**config.mk**
```make
export PLATFORM = sky130hd
export DESIGN_NAME = pdct_timer
export DESIGN_NICKNAME = d
export VERILOG_FILES = /design/src/verilog/pdct_pkg.sv /design/src/verilog/pdct_sync.sv /design/src/verilog/pdct_timer.sv
export SDC_FILE = /design/constraint.sdc
export NUM_CORES = 1
export LEC_CHECK = 0
export BUFFER_PORTS_ARGS = -buffer_cell sky130_fd_sc_hd__buf_4
export CAP_MARGIN = 20
export CORE_UTILIZATION = 45
export DETAILED_ROUTE_END_ITERATION = 10
export GPL_ROUTABILITY_DRIVEN = 0
export PLACE_DENSITY = 0.72
export SYNTH_ARGS = -nofsm -noshare
export SYNTH_HDL_FRONTEND = slang
export SYNTH_SLANG_ARGS = --single-unit
```
**constraint.sdc**
```tcl
create_clock -name sys_clk_i -period 2.03 [get_ports sys_clk_i]
set_clock_uncertainty 0.15 [all_clocks]
set_input_delay 0.5075 -clock sys_clk_i [delete_from_list [all_inputs] [get_ports sys_clk_i]]
set_output_delay 0.5075 -clock sys_clk_i [all_outputs]
set_load 0.03 [all_outputs]
```
**src/verilog/pdct_pkg.sv**
```systemverilog
// Constants and types shared by the prescaled down-counter timer
package pdct_pkg;

  // Register indices; byte address is four times the index
  localparam logic [7:0] PRESCALER_IDX = 8'hD2;
  localparam logic [7:0] COUNT_IDX = 8'hD3;
  localparam logic [7:0] CSR_IDX = 8'hD4;
  localparam int ADDR_W = 12;
  localparam logic [ADDR_W-1:0] PRESCALER_ADDR = {2'h0, PRESCALER_IDX, 2'h0};
  localparam logic [ADDR_W-1:0] COUNT_ADDR = {2'h0, COUNT_IDX, 2'h0};
  localparam logic [ADDR_W-1:0] CSR_ADDR = {2'h0, CSR_IDX, 2'h0};

  // Control/status register field positions
  localparam int CSR_ZERO_FLAG = 7;
  localparam int CSR_ZERO_IRQ_ENABLE = 6;
  localparam int CSR_PIN_DIRECTION = 5;
  localparam int CSR_DATA_OUT = 4;
  localparam int CSR_PRESCALER_INIT = 3;
  localparam int CSR_TAP_HI = 2;
  localparam int CSR_TAP_LO = 0;

  // Widths
  localparam int COUNT_W = 8;
  localparam int PRESCALER_W = 7;
  localparam int TAP_W = 3;

  // Reset values
  localparam logic [7:0] COUNT_RESET = 8'hFF;
  localparam logic [6:0] PRESCALER_RESET = 7'h7F;
  localparam logic [7:0] CSR_RESET = 8'h00;
  localparam logic [6:0] PRESCALER_FORCED = 7'h7F;

  // Internal clock divider ratio feeding the prescaler
  localparam int INT_CLK_DIV = 12;
  localparam int DIV_W = 4;
  localparam logic [DIV_W-1:0] DIV_LAST = 4'(INT_CLK_DIV - 1);

  // Operating modes, coded {pin_direction_select, data_out}
  typedef enum logic [1:0] {
    PDCT_EVENT = 2'h0,
    PDCT_GATED = 2'h1,
    PDCT_OUT_LOW = 2'h2,
    PDCT_OUT_HIGH = 2'h3
  } pdct_mode_e;

endpackage : pdct_pkg

```
**src/verilog/pdct_sync.sv**
```systemverilog
// Two-flip-flop synchroniser for one asynchronous level
`timescale 1ns/1ps
module pdct_sync (
  // Clock and reset
  input wire logic clk_i,
  input wire logic rst_b_i,
  // Level
  input wire logic d_i,
  output logic q_o
);

  logic meta_q;

  always_ff @(posedge clk_i or negedge rst_b_i) begin
    if (!rst_b_i) begin
      meta_q <= 1'b0;
      q_o <= 1'b0;
    end else begin
      meta_q <= d_i;
      q_o <= meta_q;
    end
  end

endmodule : pdct_sync

```
**src/verilog/pdct_timer.sv**
```systemverilog
// Prescaled 8-bit down-counter timer with APB register access
//
// Overview of operation
// - 8-bit counter decrements on rising edges from 7-bit down prescaler.
// - Reaching zero sets zero flag; with enable set, interrupt is raised.
// - Timer interrupt request also serves as wake-up from wait.
// - Prescaler input is internal clock divided by 12 or count pin.
// - Tap 0 uses prescaler input; tap k uses prescaler bit k-1.
// - Init bit low forces prescaler to ones and halts counting.
// - With init bit high, software may load prescaler with 0 to 7Fh.
// - Mode from direction and data-out bits: event, gated, output low/high.
// - Gated mode counts divided internal clock only while pin is high.
// - Event mode uses rising edges of count pin as prescaler clock.
// - Output mode uses divided clock; zero flag rise moves data-out to pin.
// - Output latch transparent while zero flag high, holds while low.
// - Writing 00h to count or 1 to status bit 7 sets zero flag.
// - Reset loads count and prescaler with ones, clears control register.
// - Count write beats simultaneous decrement to zero; flag stays clear.
// - Count and prescaler read exactly; count loads accepted any time.
// - Status bits 7..0: flag, enable, direction, data out, init, tap.
// - Tap codes 000 to 111 give division 1, 2, 4 ... 128.
// - Count at index D3h, prescaler at D2h with bit 7 reading zero.
//
// The APB slave port and the register addresses were chosen for this implementation.
`timescale 1ns/1ps
module pdct_timer #(
  parameter int COUNT_W = pdct_pkg::COUNT_W,
  parameter int PRESCALER_W = pdct_pkg::PRESCALER_W
) (
  // Clock and reset
  input wire logic sys_clk_i,
  input wire logic rst_b_i,
  // APB slave
  input wire logic psel_i,
  input wire logic penable_i,
  input wire logic pwrite_i,
  input wire logic [pdct_pkg::ADDR_W-1:0] paddr_i,
  input wire logic [31:0] pwdata_i,
  output logic [31:0] prdata_o,
  output logic pready_o,
  output logic pslverr_o,
  // Count pin, three-signal form
  input wire logic timer_pin_i,
  output logic timer_pin_o,
  output logic timer_pin_oe_b_o,
  // Interrupt and wake-up requests
  output logic zero_irq_o,
  output logic wake_o
);

  // Reset release
  logic rst_meta_q;
  logic rst_sync_b_q;

  always_ff @(posedge sys_clk_i or negedge rst_b_i) begin
    if (!rst_b_i) begin
      rst_meta_q <= 1'b0;
      rst_sync_b_q <= 1'b0;
    end else begin
      rst_meta_q <= 1'b1;
      rst_sync_b_q <= rst_meta_q;
    end
  end

  // Control and status state
  logic zero_flag_q;
  logic zero_irq_enable_q;
  logic pin_direction_select_q;
  logic data_out_q;
  logic prescaler_init_q;
  logic [pdct_pkg::TAP_W-1:0] tap_select_q;
  logic [COUNT_W-1:0] count_q;
  logic [PRESCALER_W-1:0] prescaler_q;

  // APB decode
  logic setup_phase;
  logic wr_en;
  logic hit_prescaler;
  logic hit_count;
  logic hit_csr;
  logic wr_prescaler;
  logic wr_count;
  logic wr_csr;
  logic pready_q;

  assign setup_phase = psel_i && !penable_i;
  assign wr_en = psel_i && penable_i && pready_q && pwrite_i;
  assign hit_prescaler = paddr_i == pdct_pkg::PRESCALER_ADDR;
  assign hit_count = paddr_i == pdct_pkg::COUNT_ADDR;
  assign hit_csr = paddr_i == pdct_pkg::CSR_ADDR;
  assign wr_prescaler = wr_en && hit_prescaler;
  assign wr_count = wr_en && hit_count;
  assign wr_csr = wr_en && hit_csr;

  // Ready one cycle after setup: every transfer has zero wait states
  always_ff @(posedge sys_clk_i or negedge rst_sync_b_q) begin
    if (!rst_sync_b_q) begin
      pready_q <= 1'b0;
    end else begin
      pready_q <= setup_phase;
    end
  end

  // Read data and error, captured in the setup cycle
  logic [31:0] rdata_d;
  logic err_d;

  always_comb begin
    rdata_d = 32'h0000_0000;
    err_d = 1'b0;
    if (hit_prescaler) begin
      rdata_d[PRESCALER_W-1:0] = prescaler_q;
    end else if (hit_count) begin
      rdata_d[COUNT_W-1:0] = count_q;
    end else if (hit_csr) begin
      rdata_d[pdct_pkg::CSR_ZERO_FLAG] = zero_flag_q;
      rdata_d[pdct_pkg::CSR_ZERO_IRQ_ENABLE] = zero_irq_enable_q;
      rdata_d[pdct_pkg::CSR_PIN_DIRECTION] = pin_direction_select_q;
      rdata_d[pdct_pkg::CSR_DATA_OUT] = data_out_q;
      rdata_d[pdct_pkg::CSR_PRESCALER_INIT] = prescaler_init_q;
      rdata_d[pdct_pkg::CSR_TAP_HI:pdct_pkg::CSR_TAP_LO] = tap_select_q;
    end else begin
      err_d = 1'b1;
    end
  end

  always_ff @(posedge sys_clk_i or negedge rst_sync_b_q) begin
    if (!rst_sync_b_q) begin
      prdata_o <= 32'h0000_0000;
    end else if (setup_phase) begin
      prdata_o <= pwrite_i ? 32'h0000_0000 : rdata_d;
    end else if (pready_q) begin
      prdata_o <= 32'h0000_0000;
    end
  end

  // Error response, standing for the access cycle only
  always_ff @(posedge sys_clk_i or negedge rst_sync_b_q) begin
    if (!rst_sync_b_q) begin
      pslverr_o <= 1'b0;
    end else if (setup_phase) begin
      pslverr_o <= err_d;
    end else if (pready_q) begin
      pslverr_o <= 1'b0;
    end
  end

  assign pready_o = pready_q;

  // Count pin synchroniser and edge detect
  logic pin_sync;
  logic pin_prev_q;
  logic pin_rise;

  pdct_sync u_pin_sync (
    .clk_i(sys_clk_i),
    .rst_b_i(rst_sync_b_q),
    .d_i(timer_pin_i),
    .q_o(pin_sync)
  );

  always_ff @(posedge sys_clk_i or negedge rst_sync_b_q) begin
    if (!rst_sync_b_q) begin
      pin_prev_q <= 1'b0;
    end else begin
      pin_prev_q <= pin_sync;
    end
  end

  assign pin_rise = pin_sync && !pin_prev_q;

  // Internal clock divided by 12
  logic [pdct_pkg::DIV_W-1:0] div_q;
  logic div_tick;

  always_ff @(posedge sys_clk_i or negedge rst_sync_b_q) begin
    if (!rst_sync_b_q) begin
      div_q <= '0;
    end else if (div_q == pdct_pkg::DIV_LAST) begin
      div_q <= '0;
    end else begin
      div_q <= div_q + 4'h1;
    end
  end

  assign div_tick = div_q == pdct_pkg::DIV_LAST;

  // Mode decode and prescaler clock select
  pdct_pkg::pdct_mode_e mode;
  logic src_tick;

  assign mode = pdct_pkg::pdct_mode_e'({pin_direction_select_q,
                                        data_out_q});

  always_comb begin
    unique case (mode)
      pdct_pkg::PDCT_EVENT: src_tick = pin_rise;
      pdct_pkg::PDCT_GATED: src_tick = div_tick && pin_sync;
      pdct_pkg::PDCT_OUT_LOW,
      pdct_pkg::PDCT_OUT_HIGH: src_tick = div_tick;
    endcase
  end

  // Prescaler
  logic pre_tick;
  logic [PRESCALER_W-1:0] prescaler_dec;
  logic [PRESCALER_W-1:0] bit_rise;

  assign pre_tick = src_tick && prescaler_init_q;
  assign prescaler_dec = prescaler_q - 7'h01;

  always_ff @(posedge sys_clk_i or negedge rst_sync_b_q) begin
    if (!rst_sync_b_q) begin
      prescaler_q <= pdct_pkg::PRESCALER_RESET;
    end else if (!prescaler_init_q) begin
      prescaler_q <= pdct_pkg::PRESCALER_FORCED;
    end else if (wr_prescaler) begin
      prescaler_q <= pwdata_i[PRESCALER_W-1:0];
    end else if (pre_tick) begin
      prescaler_q <= prescaler_dec;
    end
  end

  // Rising edge of each prescaler bit on a decrement
  genvar gi;
  generate
    for (gi = 0; gi < PRESCALER_W; gi++) begin : g_rise
      assign bit_rise[gi] = pre_tick && !prescaler_q[gi] &&
                            prescaler_dec[gi] && !wr_prescaler;
    end
  endgenerate

  // Counter clock: tap 0 is the prescaler input, tap k is bit k-1
  logic cnt_tick;

  always_comb begin
    if (tap_select_q == 3'h0) begin
      cnt_tick = pre_tick;
    end else begin
      cnt_tick = bit_rise[tap_select_q - 3'h1];
    end
  end

  // Counter
  logic hit_zero;

  assign hit_zero = cnt_tick && count_q == 8'h01 && !wr_count;

  always_ff @(posedge sys_clk_i or negedge rst_sync_b_q) begin
    if (!rst_sync_b_q) begin
      count_q <= pdct_pkg::COUNT_RESET;
    end else if (wr_count) begin
      count_q <= pwdata_i[COUNT_W-1:0];
    end else if (cnt_tick) begin
      count_q <= count_q - 8'h01;
    end
  end

  // Zero flag: any set beats a software clear in the same cycle
  logic flag_set;
  logic flag_clr;

  assign flag_set = hit_zero ||
                    (wr_count && pwdata_i[COUNT_W-1:0] == 8'h00) ||
                    (wr_csr && pwdata_i[pdct_pkg::CSR_ZERO_FLAG]);
  assign flag_clr = wr_csr && !pwdata_i[pdct_pkg::CSR_ZERO_FLAG];

  always_ff @(posedge sys_clk_i or negedge rst_sync_b_q) begin
    if (!rst_sync_b_q) begin
      zero_flag_q <= 1'b0;
    end else if (flag_set) begin
      zero_flag_q <= 1'b1;
    end else if (flag_clr) begin
      zero_flag_q <= 1'b0;
    end
  end

  // Remaining control bits
  always_ff @(posedge sys_clk_i or negedge rst_sync_b_q) begin
    if (!rst_sync_b_q) begin
      zero_irq_enable_q <= pdct_pkg::CSR_RESET[6];
      pin_direction_select_q <= pdct_pkg::CSR_RESET[5];
      data_out_q <= pdct_pkg::CSR_RESET[4];
      prescaler_init_q <= pdct_pkg::CSR_RESET[3];
      tap_select_q <= pdct_pkg::CSR_RESET[2:0];
    end else if (wr_csr) begin
      zero_irq_enable_q <= pwdata_i[pdct_pkg::CSR_ZERO_IRQ_ENABLE];
      pin_direction_select_q <= pwdata_i[pdct_pkg::CSR_PIN_DIRECTION];
      data_out_q <= pwdata_i[pdct_pkg::CSR_DATA_OUT];
      prescaler_init_q <= pwdata_i[pdct_pkg::CSR_PRESCALER_INIT];
      tap_select_q <= pwdata_i[pdct_pkg::CSR_TAP_HI:pdct_pkg::CSR_TAP_LO];
    end
  end

  // Interrupt request
  always_ff @(posedge sys_clk_i or negedge rst_sync_b_q) begin
    if (!rst_sync_b_q) begin
      zero_irq_o <= 1'b0;
    end else begin
      zero_irq_o <= zero_flag_q && zero_irq_enable_q;
    end
  end

  // Wake-up request from wait
  always_ff @(posedge sys_clk_i or negedge rst_sync_b_q) begin
    if (!rst_sync_b_q) begin
      wake_o <= 1'b0;
    end else begin
      wake_o <= zero_flag_q && zero_irq_enable_q;
    end
  end

  // Output latch and pin drive
  logic out_latch_q;

  always_ff @(posedge sys_clk_i or negedge rst_sync_b_q) begin
    if (!rst_sync_b_q) begin
      out_latch_q <= 1'b0;
    end else if (zero_flag_q) begin
      out_latch_q <= data_out_q;
    end
  end

  always_ff @(posedge sys_clk_i or negedge rst_sync_b_q) begin
    if (!rst_sync_b_q) begin
      timer_pin_o <= 1'b0;
    end else begin
      timer_pin_o <= zero_flag_q ? data_out_q : out_latch_q;
    end
  end

  // Pin driven only in output mode
  always_ff @(posedge sys_clk_i or negedge rst_sync_b_q) begin
    if (!rst_sync_b_q) begin
      timer_pin_oe_b_o <= 1'b1;
    end else begin
      timer_pin_oe_b_o <= !pin_direction_select_q;
    end
  end

endmodule : pdct_timer

```
======== Word level (Yosys, flattened, before mapping) ========
Index checks and enable logic that the tools add are counted.
storage, ports and cells
  bits in registers ....................... 69
  bits of input ports ..................... 50
  output and inout port bits .............. 38
  logic and storage cells ................. 118
cells by class
  add/sub/neg operators ................... 4
  magnitude comparators ................... 1
  equality and inequality tests ........... 9
  muxes and demuxes ....................... 25
  reduce and logical (&&, ||, !) cells .... 59
operator list
  kind                                                    number
  2-to-1 mux 32 bit                                       2
  2-to-1 mux 8 bit                                        5
  logical AND 1 bit                                       37
  == test 12 x 10 -> 1 bit (second input constant)        3
  2-to-1 mux 7 bit                                        4
  logical NOT 1 bit                                       13
  2-to-1 mux 1 bit                                        11
  == test 8 x 1 -> 1 bit (second input constant)          1
  logical NOT 8 bit                                       1
  subtractor 8 x 1 -> 8 bit (second input constant)       1
  subtractor 7 x 1 -> 7 bit (second input constant)       1
  nonzero test 2 bit                                      3
  adder 4 x 1 -> 4 bit (second input constant)            1
  == test 2 bit (second input constant)                   2
  == test 4 bit (second input constant)                   1
  < comparator 3 x 4 -> 1 bit (second input constant)     1
  2-to-1 mux 4 bit                                        1
  binary-select mux 1 bit (select 3 bit)                  1
  logical NOT 3 bit                                       1
  inequality test 3 x 1 -> 1 bit (second input constant)  1
  case mux 1 bit (3 select lines)                         1
  subtractor 3 x 1 -> 3 bit (second input constant)       1
  == test 2 x 1 -> 1 bit (second input constant)          1
  logical NOT 2 bit                                       1
  2 further kinds                                         3

======== Depth between registers and ports, before layout ========
  depth in word-level cells ............... 15
  mapped depth ............................ 8
  gate-level depth less buffers ........... 8

======== Hierarchy ========
Synthesis repeated with hierarchy kept, for this count alone.
second synthesis, totals
  cells, all modules ...................... 275
  area, all modules ....................... 2617.5 um2
by module, submodules not included
  module      times used  cells an instance  area each (um2)  sequential area each (um2)
  pdct_timer  1           273                2567.5           1096.1
  pdct_sync   1           2                  50.0             50.0

======== Worst setup path after synthesis ========
Ideal clock, no wire load.
  path type ............................... register to register
  start ................................... register prescaler_q[0]
  end ..................................... register count_q[2]
  library setup time ...................... 0.081 ns
  arrival ................................. 2.242 ns
  data required time ...................... 1.799 ns
  slack ................................... -0.443 ns
  stages on the path, launching flop included .. 9
  buffers on the path ..................... 0
  period minus slack after synthesis ...... 2.473 ns
  cells stage by stage .................... dfstp_2 > inv_1 > ha_1 > or2b_1 > a32o_1 > a21oi_1 > or3_1 > mux2_2 > o211ai_1
on the way
  longest elaborated chain between the ends .. 8
  elaborated cells between the ends (all ways) .. 21
  those cells by class .................... add/sub: 1; mux: 3; reduce/logical: 17
RTL lines
  element                                                                            line               text
  start, declared                                                                    pdct_timer.sv:73   logic [PRESCALER_W-1:0] prescaler_q;
  start signal, assigned                                                             pdct_timer.sv:214  prescaler_q <= pdct_pkg::PRESCALER_RESET;
  start signal, assigned                                                             pdct_timer.sv:216  prescaler_q <= pdct_pkg::PRESCALER_FORCED;
  start signal, assigned                                                             pdct_timer.sv:218  prescaler_q <= pwdata_i[PRESCALER_W-1:0];
  parallel branches: the longest is 4 deep, another holds subtractor 7 x 1 -> 7 bit  --
  binary-select mux 1 bit (select 3 bit) (*)                                         pdct_timer.sv:240  cnt_tick = bit_rise[tap_select_q - 3'h1];
  2-to-1 mux 1 bit (implied by the code) (*)                                         pdct_timer.sv:240
  2-to-1 mux 1 bit (*)                                                               pdct_timer.sv:237  if (tap_select_q == 3'h0) begin
  nonzero test 2 bit (no source line) (*)                                            --
  end signal, assigned                                                               pdct_timer.sv:251  count_q <= pdct_pkg::COUNT_RESET;
  end signal, assigned                                                               pdct_timer.sv:253  count_q <= pwdata_i[COUNT_W-1:0];
  end signal, assigned                                                               pdct_timer.sv:255  count_q <= count_q - 8'h01;
  end, declared                                                                      pdct_timer.sv:72   logic [COUNT_W-1:0] count_q;
Every way passes the cells marked *. The select of a mux whose other input is x is not followed.
A chain may end at the register's enable or synchronous reset.

======== Worst setup path after layout ========
  start ................................... register prescaler_q[1]
  end ..................................... register count_q[5]
Same word-level chain as after synthesis.

==> impl_metrics.yaml <==
power_and_ir_drop:
  power-per-cell-area_nw_per_um2: 486
  peakVddDrop_mv: 0.319
  power_frac_clock: 0.347
  p_switching_uw: 460
  seqPwrFrac: 0.544
  cellLeakagePower_uw: 0.00157
  p_comb_frac: 0.109
  switching_share: 0.275
  internal_power_uw: 1210
worst_hold_path:
  hold_class: "reg -> async"
logic_synthesis:
  synth_ff_type: "dfrtp_1"
  yosys_warnings: 0
  synth_top_cell_by_area: "dfrtp_1"
  synthMuxAreaShare: 0.0632
  yosys-top-cells-count: "dfrtp_1, nand2_1, buf_4"
  ys_ff_latch: 45
  synth.avg_cell_area_um2: 9.54
  synth_top_family_by_area: "simple AND/OR/NAND/NOR gates"
  synthXorXnorAreaFrac: 0.0325
  synth_top_area_frac: 0.270
  syn_area_um2: 2690
  synthCells: 282
  synth_compound_area_frac: 0.136
  synthSimpleGateAreaFrac: 0.207
  synth.top_cells.by_area: "dfrtp_1, dfstp_2, buf_4"
  synthArstFlopShare: 1.00
  ys_types: 52
  synth_edf_count: 0
  ys_seq_area_frac: 0.426
  yosysMostFrequentCell: "dfrtp_1"
  synthAdderAreaFrac: 0.0279
cts:
  clk_latency_ns: 0.30
  cts_tree: "built"
  cts-buffers-inserted: 5
  clockBufferDepth: 2
  root_buffer: "clkbuf_8"
  cts.sinks: 45
  clk_pin_slew_ns: 0.10
  h-tree-depth: 2
worst_setup_path:
  critPathCaptureType: "flop"
  crit_path_start_kind: "flop"
  criticalPathCategory: "reg -> reg"
  worst-path-max-fanout: 3
  cp.required_ns: 2.11
  cp_data_arrival_time_ns: 2.40
route:
  drt_first_pass_iters: 4
  drt_first_iter_violations: 195
  drc: 0
  num_vias: 2214
  drt-total-wl_mm: 6.27
  wl_per_cell_um: 14.6
  vias_per_cell: 5.17
  ant_nets: 0
global_route:
  grt_pass1_vias: 2180
  grt_overflow: 0
  grt_first_pass_wirelength_mm: 10.3
  grt.total_usage: 0.219
  grt_max_degree: 30
  antenna_found_initial: 0
sta:
  period_minus_slack_ns: 2.33
  rsz0062_at_grt: "yes"
  setup_ws_ns: -0.298
  clock.fmax_mhz: 430
  maxSlewHeadroom: 0.636
  hold_viol: 0
  setup-tns-final_ns: -1.60
  worstMarginPinSlew_ns: 0.543
  timing.final.crit_share: 1.15
  slew_violations: 0
  setup_viol: 9
floorplan:
  die_h_um: 79.3
  die-area_um2: 6290
  die_x_um: 79.3
  pin_count: 88
  coreArea_um2: 5640
  start_util: 0.477
  num_rows: 27
placed_design:
  io_buffers: 39
  dpl.hpwl_mm: 4.75
  dpl_worst_slack_ns: -0.490
layout:
  num-nets-final: 411
  synthToLayoutAreaGrowth_pct: 28.0
  drive_gt1_frac: 0.382
  n_antenna_cell: 0
run_status:
  status: "finished with violations"
  failed_checks: "negative setup slack"
run:
  maxCapViolations: 0
## per-stage QoR
step                       util  instances  power [uW]  area [um^2]  hold slack [ns]
after floorplan               -        305        1060         2860           0.0619
after global placement    0.576        415        1100         3250           0.0522
after detailed placement  0.576        415        1110         3250           0.0558
after CTS                 0.601        425        1690         3390           0.0678
after global routing      0.611        428        1750         3440           0.0933
final                     0.611        428        1670         3440           0.0537
## critical path: stages (launching register included)
cell and delay [ns]:
dfstp_2 0.55, inv_2 0.04, ha_4 0.24, nor3_4 0.11, o21ai_2 0.07, o311a_4 0.13
nor4_4 0.29, or4b_4 0.49, a31oi_1 0.17
## area by class of cell
cell class | count | area [um^2]
Clock inverter | 3 | 25.0
Timing Repair Buffer | 78 | 596
Tap cell | 72 | 90.1
Clock buffer | 5 | 68.8
Inverter | 11 | 41.3
Multi-Input combinational cell | 214 | 1480
Sequential cell | 45 | 1150
Fill cell | 493 | 2200
## registers in the layout (all words and copies together), names as in the netlist, 3 cells and up
name and count:
tap_select_q 3, prdata_o 8, prescaler_q 7, count_q 8, div_q 4
## power groups by stage
stage	clock network [uW]	registers, uW	logic [uW]
finish	581	910	182
global route	643	912	196
CTS	593	910	183
detailed placement	0	926	179
global placement	0	926	177
floorplan	0	944	118
## timing repair
item,CTS,global route
setup endpoints to repair,14,16
pin swaps,4,9
endpoints found under the hold margin,2,0
buffers inserted,1,3
resized for setup,8,12
cloned,0,0
hold buffers,1,0
## cells by family after synthesis
logic type / count (synthesis)
and+or+nand+nor: 101
muxes: 16
DFF: 45
other: 2
AOI/OAI and AO/OA: 56
adders and majority gates: 6
buffers and inverters: 46
xor gates and xnor gates: 10
## path summary, 6_finish.rpt
| path | from | end | slack (ns) | cells after the start |
|---|---|---|---|---|
| max | prescaler_q[1] | count_q[5] | -0.30 | 8 |
| min | rst_sync_b_q | tap_select_q[1] | 0.05 | 1 |
| max reg2reg | prescaler_q[1] | count_q[5] | -0.30 | 8 |
| min reg2reg | rst_sync_b_q | tap_select_q[1] | 0.05 | 1 |
| max in group asynchronous | rst_sync_b_q | prescaler_q[3] | 1.27 | 1 |
| min in group sys_clk_i | timer_pin_i | u_pin_sync.meta_q | 0.16 | 1 |
## layer usage
| layer | GRT usage | up-vias | routed length [um] |
|---|---|---|---|
| met1 | 0.284 | 1046 | 2850 |
| li1 | - | 1079 | - |
| met2 | 0.359 | 77 | 2950 |
| met4 | 0.0909 | 0 | 133 |
| met5 | 0 | - | 0 |
| met3 | 0.0402 | 12 | 342 |
## placed cells by master (no fill, tap or decap), drive strengths merged, types with 9 or more instances in the layout
cell,instances
nor3,9
o21ai,24
buf,77
inv,12
nand2,27
xnor2,9
dfstp,16
conb,25
dfrtp,29
a21oi,12
nor2,24
Note: power is estimated with default switching activity, not from simulation.
